$ cat src/common/tarc_pkg.sv
`default_nettype none
package tarc_pkg;
  // condition slots
  localparam int N_COND = 8;
  localparam int COND_OVER_TEMP = 0;
  localparam int COND_FAST_OVERCURRENT = 1;
  localparam int COND_POWER_FAULT = 2;
  localparam int COND_COOLANT_LEVEL = 3;
  localparam int COND_RTD_SENSOR = 4;
  localparam int COND_THERMISTOR = 5;
  localparam int COND_EXT_MOTOR_HEAT = 6;
  localparam int COND_COMM_ERROR = 7;
  // attempt limit range
  localparam int LIMIT_W = 4;
  localparam logic [3:0] LIMIT_OFF = 4'h0;
  localparam logic [3:0] LIMIT_MAX = 4'hA;
  localparam logic [3:0] CNT_SAT = 4'hB;
  // per-condition delay, seconds
  localparam int DELAY_W = 12;
  localparam logic [11:0] DELAY_OFF = 12'h000;
  localparam logic [11:0] DELAY_MAX = 12'hE10;
  // timing
  localparam int CLK_PERIOD_NS = 50;
  localparam int SECOND_NS = 1_000_000_000;
  localparam int PRESC_W = 25;
  localparam int QUIET_MINUTES = 10;
  localparam int SEC_PER_MIN = 60;
  localparam int QUIET_SEC = QUIET_MINUTES * SEC_PER_MIN;
  localparam int QUIET_W = 10;
  localparam logic [9:0] QUIET_LAST = 10'(QUIET_SEC - 1);
endpackage
`default_nettype wire

$ cat src/design/tarc_top.sv
// Overview of operation
// limit 0..10; zero disables auto reset
// auto restart only with all faults gone
// counter above limit aborts auto reset
// ten quiet minutes decrement attempt counter
// limit exceeded marks log; manual reset works
// remote low-then-high zeroes attempt counter
// remote input held high enables auto reset
// auto reset waits for ramp to finish
// delay 0 excludes condition, else seconds
// delay starts after fault clears, then clears
// eight conditions, own delay and timer
// unselected trips stay latched until reset
// no restart without a reset command
// remote reset level or rising-edge selectable
// every trip restarts the quiet timer
`default_nettype none
module tarc_top
  import tarc_pkg::*;
#(
  parameter int SEC_CYCLES = SECOND_NS / CLK_PERIOD_NS
) (
  input wire logic clock,
  input wire logic reset,
  input wire logic [LIMIT_W-1:0] trip_attempt_limit,
  input wire logic level_edge_sel,
  input wire logic remote_reset_pin,
  input wire logic manual_reset,
  input wire logic ramp_remaining,
  input wire logic [N_COND-1:0] fault_active,
  input wire logic [DELAY_W-1:0] over_temp_reset_delay,
  input wire logic [DELAY_W-1:0] fast_overcurrent_reset_delay,
  input wire logic [DELAY_W-1:0] power_fault_reset_delay,
  input wire logic [DELAY_W-1:0] coolant_level_reset_delay,
  input wire logic [DELAY_W-1:0] rtd_sensor_reset_delay,
  input wire logic [DELAY_W-1:0] thermistor_reset_delay,
  input wire logic [DELAY_W-1:0] external_motor_heat_reset_delay,
  input wire logic [DELAY_W-1:0] comm_error_reset_delay,
  output logic [N_COND-1:0] alarm_latched,
  output logic restart_permit,
  output logic auto_restart_pulse,
  output logic auto_reset_aborted,
  output logic log_auto_mark
);

  // delay settings gathered by slot
  logic [DELAY_W-1:0] delay_in [N_COND];
  // delays after clamping to the legal range
  logic [DELAY_W-1:0] dly_eff [N_COND];
  // per-slot seconds timers
  logic [DELAY_W-1:0] tmr_reg [N_COND];
  // latched alarms
  logic [N_COND-1:0] alarm_reg;
  // slots ready to be auto cleared this cycle
  logic [N_COND-1:0] clear_vec;
  // remote input synchroniser and edge history
  logic rr_meta_reg;
  logic rr_sync_reg;
  logic rr_prev_reg;
  logic [1:0] rr_fill_reg; // marks the synchroniser as filled after reset
  logic rr_rise;
  // seconds prescaler
  logic [PRESC_W-1:0] presc_reg;
  logic sec_tick;
  // quiet-period seconds counter
  logic [QUIET_W-1:0] quiet_reg;
  logic quiet_done;
  // hidden attempt counter
  logic [LIMIT_W-1:0] cnt_reg;
  logic [LIMIT_W-1:0] cnt_inc;
  logic [LIMIT_W-1:0] limit_eff;
  // decoded conditions
  logic auto_enabled;
  logic abort;
  logic auto_go;
  logic trip_event;
  logic remote_cmd;
  logic reset_cmd;
  // output flops
  logic auto_clear_reg;
  logic aborted_reg;
  logic mark_reg;

  assign delay_in[COND_OVER_TEMP] = over_temp_reset_delay;
  assign delay_in[COND_FAST_OVERCURRENT] = fast_overcurrent_reset_delay;
  assign delay_in[COND_POWER_FAULT] = power_fault_reset_delay;
  assign delay_in[COND_COOLANT_LEVEL] = coolant_level_reset_delay;
  assign delay_in[COND_RTD_SENSOR] = rtd_sensor_reset_delay;
  assign delay_in[COND_THERMISTOR] = thermistor_reset_delay;
  assign delay_in[COND_EXT_MOTOR_HEAT] = external_motor_heat_reset_delay;
  assign delay_in[COND_COMM_ERROR] = comm_error_reset_delay;

  // remote pin is asynchronous: two flops before any use; edge history reads
  // only the second flop and stays high until the pipe has filled, so a
  // contact already closed at reset is no edge (one closed during reset is lost)
  always_ff @(posedge clock or posedge reset) begin
    if (reset) begin
      rr_meta_reg <= 1'b0;
      rr_sync_reg <= 1'b0;
      rr_fill_reg <= 2'h0;
      rr_prev_reg <= 1'b1;
    end else begin
      rr_meta_reg <= remote_reset_pin;
      rr_sync_reg <= rr_meta_reg;
      rr_fill_reg <= {rr_fill_reg[0], 1'b1};
      rr_prev_reg <= rr_fill_reg[1] ? rr_sync_reg : 1'b1;
    end
  end

  assign rr_rise = rr_sync_reg & ~rr_prev_reg;

  // out-of-range limits saturate at the top of the range
  assign limit_eff = (trip_attempt_limit > LIMIT_MAX) ? LIMIT_MAX : trip_attempt_limit;

  // held-high remote input is the enable level
  assign auto_enabled = (limit_eff != LIMIT_OFF) && rr_sync_reg;

  // more trips than allowed: no more automatic clears
  assign abort = cnt_reg > limit_eff;

  // ramp must be over and every monitored input normal
  assign auto_go = auto_enabled && !abort && !ramp_remaining && (fault_active == '0);

  // a trip is a fault on a slot not already latched
  assign trip_event = |(fault_active & ~alarm_reg);

  // level mode doubles as auto enable, so it resets only with auto reset off
  assign remote_cmd = level_edge_sel ? rr_rise :
    (rr_sync_reg && (limit_eff == LIMIT_OFF));

  assign reset_cmd = manual_reset | remote_cmd;

  // free-running seconds tick
  always_ff @(posedge clock or posedge reset) begin
    if (reset) begin
      presc_reg <= '0;
    end else if (presc_reg == PRESC_W'(SEC_CYCLES - 1)) begin
      presc_reg <= '0;
    end else begin
      presc_reg <= presc_reg + PRESC_W'(1);
    end
  end

  assign sec_tick = presc_reg == PRESC_W'(SEC_CYCLES - 1);

  // quiet timer: any trip starts the interval over
  always_ff @(posedge clock or posedge reset) begin
    if (reset) begin
      quiet_reg <= '0;
    end else if (trip_event) begin
      quiet_reg <= '0;
    end else if (quiet_done) begin
      quiet_reg <= '0;
    end else if (sec_tick) begin
      quiet_reg <= quiet_reg + QUIET_W'(1);
    end
  end

  assign quiet_done = sec_tick && (quiet_reg == QUIET_LAST);

  // saturating so a long burst cannot wrap back under the limit
  assign cnt_inc = (cnt_reg == CNT_SAT) ? CNT_SAT : cnt_reg + LIMIT_W'(1);

  // attempt counter; a counted trip outranks decay, and with a rearm in the same cycle it counts from zero to 1
  always_ff @(posedge clock or posedge reset) begin
    if (reset) begin
      cnt_reg <= '0;
    end else if (trip_event && auto_enabled) begin
      cnt_reg <= rr_rise ? LIMIT_W'(1) : cnt_inc;
    end else if (rr_rise) begin
      cnt_reg <= '0;
    end else if (quiet_done && (cnt_reg != '0)) begin
      cnt_reg <= cnt_reg - LIMIT_W'(1);
    end
  end

  // log marker: set wins over the rearm clear
  always_ff @(posedge clock or posedge reset) begin
    if (reset) begin
      mark_reg <= 1'b0;
    end else if (trip_event && auto_enabled && (cnt_inc > limit_eff)) begin
      mark_reg <= 1'b1;
    end else if (rr_rise) begin
      mark_reg <= 1'b0;
    end
  end

  // registered copies for the outputs
  always_ff @(posedge clock or posedge reset) begin
    if (reset) begin
      aborted_reg <= 1'b0;
      auto_clear_reg <= 1'b0;
    end else begin
      aborted_reg <= abort;
      auto_clear_reg <= |clear_vec;
    end
  end

  // one latch, delay and timer per condition
  for (genvar i = 0; i < N_COND; i++) begin : g_cond
    logic armed;

    // oversize settings act as the longest delay
    assign dly_eff[i] = (delay_in[i] > DELAY_MAX) ? DELAY_MAX : delay_in[i];

    // timer runs only after the fault is gone; off slots never arm
    assign armed = alarm_reg[i] && !fault_active[i] && (dly_eff[i] != DELAY_OFF);

    always_ff @(posedge clock or posedge reset) begin
      if (reset) begin
        tmr_reg[i] <= '0;
      end else if (!armed) begin
        tmr_reg[i] <= '0;
      end else if (sec_tick && (tmr_reg[i] != dly_eff[i])) begin
        tmr_reg[i] <= tmr_reg[i] + DELAY_W'(1);
      end
    end

    assign clear_vec[i] = armed && (tmr_reg[i] == dly_eff[i]) && auto_go;

    // fault presence sets and wins over any clear
    always_ff @(posedge clock or posedge reset) begin
      if (reset) begin
        alarm_reg[i] <= 1'b0;
      end else if (fault_active[i]) begin
        alarm_reg[i] <= 1'b1;
      end else if (clear_vec[i] || reset_cmd) begin
        alarm_reg[i] <= 1'b0;
      end
    end

    // an auto clear needs a nonzero delay fully counted
    property p_auto_clear_delay;
      @(posedge clock) disable iff (reset)
        $fell(alarm_reg[i]) && !$past(reset_cmd)
        |-> ($past(dly_eff[i]) != DELAY_OFF) && ($past(tmr_reg[i]) == $past(dly_eff[i]));
    endproperty
    a_auto_clear_delay: assert property (p_auto_clear_delay)
      else $error("alarm cleared before its delay");

    // timer stays at zero while the fault is present
    property p_timer_waits;
      @(posedge clock) disable iff (reset)
        fault_active[i] |=> tmr_reg[i] == '0;
    endproperty
    a_timer_waits: assert property (p_timer_waits)
      else $error("delay counted while fault present");
  end

  assign alarm_latched = alarm_reg;
  // restart only once every latched alarm has been cleared
  assign restart_permit = (alarm_reg == '0);
  assign auto_restart_pulse = auto_clear_reg;
  assign auto_reset_aborted = aborted_reg;
  assign log_auto_mark = mark_reg;

  // auto clear only while enabled by limit and remote level
  property p_enable_needed;
    @(posedge clock) disable iff (reset)
      auto_clear_reg |-> $past(limit_eff != LIMIT_OFF) && $past(rr_sync_reg);
  endproperty
  a_enable_needed: assert property (p_enable_needed)
    else $error("auto clear without enable");

  property p_all_normal;
    @(posedge clock) disable iff (reset)
      auto_clear_reg |-> $past(fault_active) == '0;
  endproperty
  a_all_normal: assert property (p_all_normal)
    else $error("auto clear with a fault present");

  property p_abort_blocks;
    @(posedge clock) disable iff (reset)
      auto_clear_reg |-> !$past(abort);
  endproperty
  a_abort_blocks: assert property (p_abort_blocks)
    else $error("auto clear after abort");

  property p_decay;
    @(posedge clock) disable iff (reset)
      quiet_done && !trip_event && !rr_rise && (cnt_reg != '0)
      |=> cnt_reg == $past(cnt_reg) - LIMIT_W'(1);
  endproperty
  a_decay: assert property (p_decay)
    else $error("attempt counter did not decay");

  property p_mark;
    @(posedge clock) disable iff (reset)
      trip_event && auto_enabled && (cnt_inc > limit_eff) |=> log_auto_mark;
  endproperty
  a_mark: assert property (p_mark)
    else $error("log marker missing");

  property p_rearm;
    @(posedge clock) disable iff (reset)
      rr_rise && !trip_event |=> (cnt_reg == '0) ##1 !aborted_reg;
  endproperty
  a_rearm: assert property (p_rearm)
    else $error("rearm did not zero counter");

  property p_ramp_wait;
    @(posedge clock) disable iff (reset)
      ramp_remaining |=> !auto_restart_pulse;
  endproperty
  a_ramp_wait: assert property (p_ramp_wait)
    else $error("auto reset during ramp");

  property p_clear_cause;
    @(posedge clock) disable iff (reset)
      $rose(restart_permit) |-> $past(reset_cmd) || $past(|clear_vec);
  endproperty
  a_clear_cause: assert property (p_clear_cause)
    else $error("restart without reset command");

  property p_edge_mode;
    @(posedge clock) disable iff (reset)
      level_edge_sel && remote_cmd |-> rr_sync_reg && !rr_prev_reg;
  endproperty
  a_edge_mode: assert property (p_edge_mode)
    else $error("edge mode reset without rising edge");

  property p_quiet_restart;
    @(posedge clock) disable iff (reset)
      trip_event |=> quiet_reg == '0;
  endproperty
  a_quiet_restart: assert property (p_quiet_restart)
    else $error("quiet timer not restarted by trip");

  // main scenarios
  c_auto_clear: cover property (@(posedge clock) disable iff (reset) auto_restart_pulse);
  c_abort: cover property (@(posedge clock) disable iff (reset) $rose(auto_reset_aborted));
  c_rearm: cover property (@(posedge clock) disable iff (reset) rr_rise && log_auto_mark);
  c_decay: cover property (@(posedge clock) disable iff (reset) quiet_done && cnt_reg != '0);

endmodule // tarc_top
`default_nettype wire

$ cat config.mk
export PLATFORM = sky130hd
export DESIGN_NAME = tarc_top
export DESIGN_NICKNAME = d
export VERILOG_FILES = /design/src/common/tarc_pkg.sv /design/src/design/tarc_top.sv
export SDC_FILE = /design/constraint.sdc
export NUM_CORES = 1
export LEC_CHECK = 0
export ABC_AREA = 1
export BUFFER_PORTS_ARGS = -buffer_cell sky130_fd_sc_hd__buf_2
export CORE_UTILIZATION = 30
export CTS_CLUSTER_SIZE = 16
export DETAILED_ROUTE_END_ITERATION = 10
export PLACE_DENSITY = 0.45
export SLEW_MARGIN = 10
export SYNTH_ARGS = -nofsm -noshare
export SYNTH_HDL_FRONTEND = slang
export SYNTH_SLANG_ARGS = --single-unit
$ cat constraint.sdc
create_clock -name clock -period 8.16 [get_ports clock]
set_clock_uncertainty 0.2 [all_clocks]
set_input_delay 1.632 -clock clock [delete_from_list [all_inputs] [get_ports clock]]
set_output_delay 1.632 -clock clock [all_outputs]
set_load 0.005 [all_outputs]
; Word-level counts from Yosys, hierarchy flattened
; Cells that the tools add are included.
[word_totals]
regBits = 151
in_bits = 114
out_inout_bits = 12
word_cells = 228
[classes]
add_sub_neg = 12
magnitude_cmp = 11
eq_ne = 27
muxes = 54
n_bitwise = 5
n_reduce_logical = 93
[ops]
columns = op, count
row1 = 2-to-1 mux 12 bit, 24
row2 = adder 12 x 1 -> 12 bit (second input constant), 8
row3 = equality test 12 bit, 8
row4 = > comparator 12 bit (second input constant), 8
row5 = != test 12 bit, 8
row6 = nonzero test 12 bit, 8
row7 = logical AND 1 bit, 49
row8 = 2-to-1 mux 10 bit, 3
row9 = adder 25 x 1 -> 25 bit (second input constant), 1
row10 = equality test 25 bit (second input constant), 1
row11 = 2-to-1 mux 25 bit, 1
row12 = 2-to-1 mux 4 bit, 6
row13 = 2-to-1 mux 1 bit, 20
row14 = nonzero test 2 bit, 9
row15 = logical NOT 8 bit, 2
row16 = != test 2 x 1 -> 1 bit (second input constant), 8
row17 = OR reduction 8 bit, 2
row18 = adder 10 x 1 -> 10 bit (second input constant), 1
row19 = equality test 10 bit (second input constant), 1
row20 = logical NOT 1 bit, 10
row21 = AND 8 bit, 1
row22 = > comparator 4 bit, 2
row23 = logical OR 1 bit, 8
row24 = NOT 8 bit, 1
row25 = other kinds (10), 12

; Logic depth before layout (Yosys ltp)
[depth]
ltp_word = 11
mapped_depth = 17
depth_no_buf = 16

; Worst setup path before layout
; No wires, ideal clock.
[synth_timing]
path_type = input-to-reg
startpoint = input port coolant_level_reset_delay[6]
endpoint = register tmr_reg[50] in the netlist's numbering
setup_ps = 118
arrival_ps = 2925
required_time_ps = 7842
slack_ps = 4917
stages = 15
n_path_buf = 2
cell_sequence = or2_0 nor2_1 nand2_1 nand2_2 buf_6 nand2_1 nand2_1 nand2_1 nor2_1 nand2_1 nor2_2 nand2_2 buf_2 nand4_1 nand2_1
[synth_between]
elab_chain_cells = 5
word_cells_on_any_way = 8
cone_classes = 1 x order compare / 2 x eq/ne / 2 x mux / 3 x reduce/logical
[synth_rtl]
columns = element, line_no
row1 = "start, declared", tarc_top.sv:34  ; input wire logic [DELAY_W-1:0] coolant_level_reset_delay,
row2 = > comparator 12 bit, tarc_top.sv:204  ; assign dly_eff[i] = (delay_in[i] > DELAY_MAX) ? DELAY_MAX : delay_in[i];
row3 = 2-to-1 mux 12 bit *, tarc_top.sv:204
row4 = != test 12 bit or nonzero test 12 bit (tied branches), "tarc_top.sv:214, tarc_top.sv:207"
row5 = logical AND 1 bit (on tied branches), "tarc_top.sv:214, tarc_top.sv:207"
row6 = != test 2 x 1 -> 1 bit (no line) or 2-to-1 mux 12 bit (tied branches), --
row7 = "end signal, assigned by index", tarc_top.sv:215  ; tmr_reg[i] <= tmr_reg[i] + DELAY_W'(1);
row8 = "end, declared", tarc_top.sv:51  ; logic [DELAY_W-1:0] tmr_reg [N_COND];
; Every way passes the cells marked *; elsewhere a longest branch is shown, timed or not.
; A chain may end at the register's enable or synchronous reset.

; Final worst setup path
[layout_timing]
startpoint = input port trip_attempt_limit[3]
endpoint = register alarm_reg[5] (netlist: alarm_latched[5])
[layout_between]
elab_chain_cells = 10
word_cells_on_any_way = 16
cone_classes = 2 x order compare / 2 x mux / 1 x bitwise / 11 x reduce/logical
[layout_rtl]
columns = element, line_no
row1 = "start, declared", tarc_top.sv:25  ; input wire logic [LIMIT_W-1:0] trip_attempt_limit,
row2 = > comparator 4 bit, tarc_top.sv:113  ; assign limit_eff = (trip_attempt_limit > LIMIT_MAX) ? LIMIT_MAX : trip_attempt_limit;
row3 = 2-to-1 mux 4 bit *, tarc_top.sv:113
row4 = > comparator 4 bit or nonzero test 4 bit (tied branches), "tarc_top.sv:119, tarc_top.sv:116"
row5 = logical NOT 1 bit or logical AND 1 bit (tied branches), "tarc_top.sv:122, tarc_top.sv:116"
row6 = logical AND 1 bit (3 in series), tarc_top.sv:122  ; assign auto_go = auto_enabled && !abort && !ramp_remaining && (fault_active == '0);
row7 = logical AND 1 bit, tarc_top.sv:219  ; assign clear_vec[i] = armed && (tmr_reg[i] == dly_eff[i]) && auto_go;
row8 = logical OR 1 bit *, tarc_top.sv:227  ; end else if (clear_vec[i] || reset_cmd) begin
row9 = nonzero test 2 bit (no line) *, --
row10 = "end signal, assigned by index", tarc_top.sv:224  ; alarm_reg[i] <= 1'b0;
row11 = "end signal, assigned by index", tarc_top.sv:226  ; alarm_reg[i] <= 1'b1;
row12 = "end signal, assigned by index", tarc_top.sv:228  ; alarm_reg[i] <= 1'b0;
row13 = "end, declared", tarc_top.sv:53  ; logic [N_COND-1:0] alarm_reg;
; Marked as above.

==> results.cfg <==
[detailed_routing]
wire_per_inst_um = 13.60
drc = 0
drtPass1Iterations = 5
totalWireLength_mm = 32.09
ant_nets = 0
viasPerCell = 4.682
drt_iter0_drc = 456
vias = 11050

[floorplan]
dieHeight_um = 197.4
core_sq_um = 37580
initial_utilization_pct = 30.48
top_level_ports = 126
die_width_um = 197.4
die-area_sq_um = 38960
row_count = 71

[global_routing]
grt-ovfl-total = 0
grt_max_degree = 94
antenna_found_initial = 2
grt_pass1_vias = 10620
grt_pass1_wl_mm = 54.19
grtUsageTotal_pct = 17.20

[worst_setup_path]
critPathKind = in2reg
path_buf_inv = 3
cp.arrival_ns = 3.95
worst_setup_path_start_kind = primary input
cp_cell_sequence = buf_2 > inv_1 > nand2_1 > ha_1 > nand2_1 > nor2_1 > nand3_1 > nand2_1 > nand3_1 > inv_1 > nand3_1 > nand3_1 > nand2_1
end_kind = flip-flop
cp_top_family = simple AND/OR/NAND/NOR gates
crit_required_ns = 8.29
cpPeakStageDelay_ns = 0.49
critPathMaxFanout = 5
slowest_stage = inv_1
r2r_slack_ns = 5.24

[sta]
period_minus_slack_ns = 3.819
relSlewSlack_pct = 16.23
period_share_pct = 46.81
hold_viol_final = 0
hold_slack_ns = 0.1521
worstMarginPinSlew_ns = 1.257
setup_tns_ns = 0
slew_viol_final = 0
max_freq_ghz = 0.2618
setup_viol = 0
rsz0062_at_grt = false

[synth]
synth-seq-cells = 151
synth.distinct_cells = 47
synth.avg_cell_area_sq_um = 6.608
synth_xor_xnor_area_share_pct = 7.342
syn_inst = 1733
synthMuxAreaShare_pct = 0
yosysTopAreaCell = dfrtp_1
synth_top_family_by_area = simple AND/OR/NAND/NOR gates
syn_area_sq_um = 11450
synth-adder-area-share_pct = 1.967
synth_compound_area_share_pct = 5.561
synthTopCellsByArea = dfrtp_1 (33%), nand2_1 (16%), nand3_1 (8.6%)
ys_warn_count = 0
synth-seq-area-share_pct = 33.01
synth.top_cell.area_share_pct = 32.78
syn-num-nets = 1865
yosys.area_share.simple_pct = 42.63

[final_layout]
most-common-layout-cells = nand2_1 (487), inv_1 (201), nand3_1 (197)
multi_input_area_sq_um = 6589
final_area_sq_um = 13080
fin_util_pct = 34.81
fillers = 4155
final_common_cell = nand2_1
final_nets = 1967
largest_reg_flops = 96
layout-drive-gt1-share_pct = 11.53
regArea_sq_um = 3780
areaGrowthSynthToFinish_pct = 14.22

[clocking]
clock_sinks = 151
clock_path_buffers = 2
cts_resized = 0
numCtsBuffers = 17
hold_buffers = 0
htree_levels = 4
ctsRootBufferMaster = clkbuf_16
cts_setup_buffers = 0
clk_pin_slew_ns = 0.07
clock_latency_ns = 0.44
cts_tree = built

[placement]
portBuffers = 125
gp_congestion = 0.8492
dp_hpwl_mm = 24.62
place_area_sq_um = 12450

[power_and_ir_drop]
ir_drop_v = 0.0001450
total_power_mw = 1.970
leakagePower_nw = 6.565
power.density_nw_per_um2 = 150.6

[job]
drv_cap = 0

[hold_path]
hold_path.class = reg2reg

[status]
status = complete, no violations
-- path summary, 6_finish.rpt --
path	startpoint	to	depth (start not counted)
hold reg to reg	rr_fill_reg[0]	rr_fill_reg[1]	0
setup / recovery	trip_attempt_limit[3]	alarm_latched[5]	13
max in group asynchronous	reset	alarm_latched[2]	3
setup reg to reg	presc_reg[0]	tmr_reg[36]	11
min in group asynchronous	reset	tmr_reg[47]	2
hold / removal	rr_fill_reg[0]	rr_fill_reg[1]	0
-- Yosys cell counts (all sizes together) --
cell type and instances:
clkbuf 9, o31ai 1, o311ai 1, nor2 200, or3b 3, o2111ai 2, nor4 20, a221oi 1
nand3 197, o21a 2, a31oi 1, nand3b 11, o21ai 66, dfstp 1, conb 1, o22ai 4
and3 3, a21oi 32, dfrtp 150, inv 209, xnor2 17, ha 18, or2 17, nand4 78
a32o 1, nand2 505, o41ai 2, nor3b 5, or3 1, o221a 1, a211oi 2, nor3 51
buf 36, and2 6, xor2 79
-- metrics by stage --
stage          cells  setup WS (ns)
6_report        2360          4.341
5_1_grt         2360          4.051
4_1_cts         2359          4.269
3_5_place_dp    2327          3.786
3_3_place_gp    2327          3.815
2_1_floorplan   1733          2.265
-- cells by family after synthesis --
kind of cell	count (synthesis)
AND/OR/NAND/NOR	1097
buffers and inverters	254
flip-flops	151
AO/OA/AOI/OAI	116
XOR/XNOR	96
adder cells (fa/ha/maj)	18
other	1
-- worst register-to-register path: cells and delay by family, from the launching register on --
family | cells | cell delay (ns)
and+or+nand+nor | 7 | 1.08
AOI/OAI and AO/OA | 1 | 0.48
buffers and inverters | 2 | 0.47
DFF | 1 | 0.38
adders and majority gates | 1 | 0.19
-- per-layer routing --
metal | global-route usage (%) | vias up | wire length (um)
li1 | - | 5838 | -
met2 | 29.96 | 115 | 15600
met4 | 4.393 | 2 | 408
met3 | 2.544 | 25 | 763
met5 | 0 | - | 8
met1 | 22.11 | 5069 | 15320
-- area by class of cell --
class,count,share of cell area (%)
well taps,511,4.888
clock buffers,17,3.252
diodes,1,0.01913
inverters,209,6.035
repair buffers,128,4.955
multi-input cells,1328,50.37
clock inverters,15,1.588
flip-flops and latches,151,28.90
-- power by group --
group | total [mW] | internal (mW) | switching (mW)
Combinational | 0.313 | 0.116 | 0.197
Sequential | 0.801 | 0.771 | 0.0296
Clock | 0.857 | 0.495 | 0.362
Total | 1.97 | 1.38 | 0.588
Note: power is estimated with default switching activity, not from simulation.
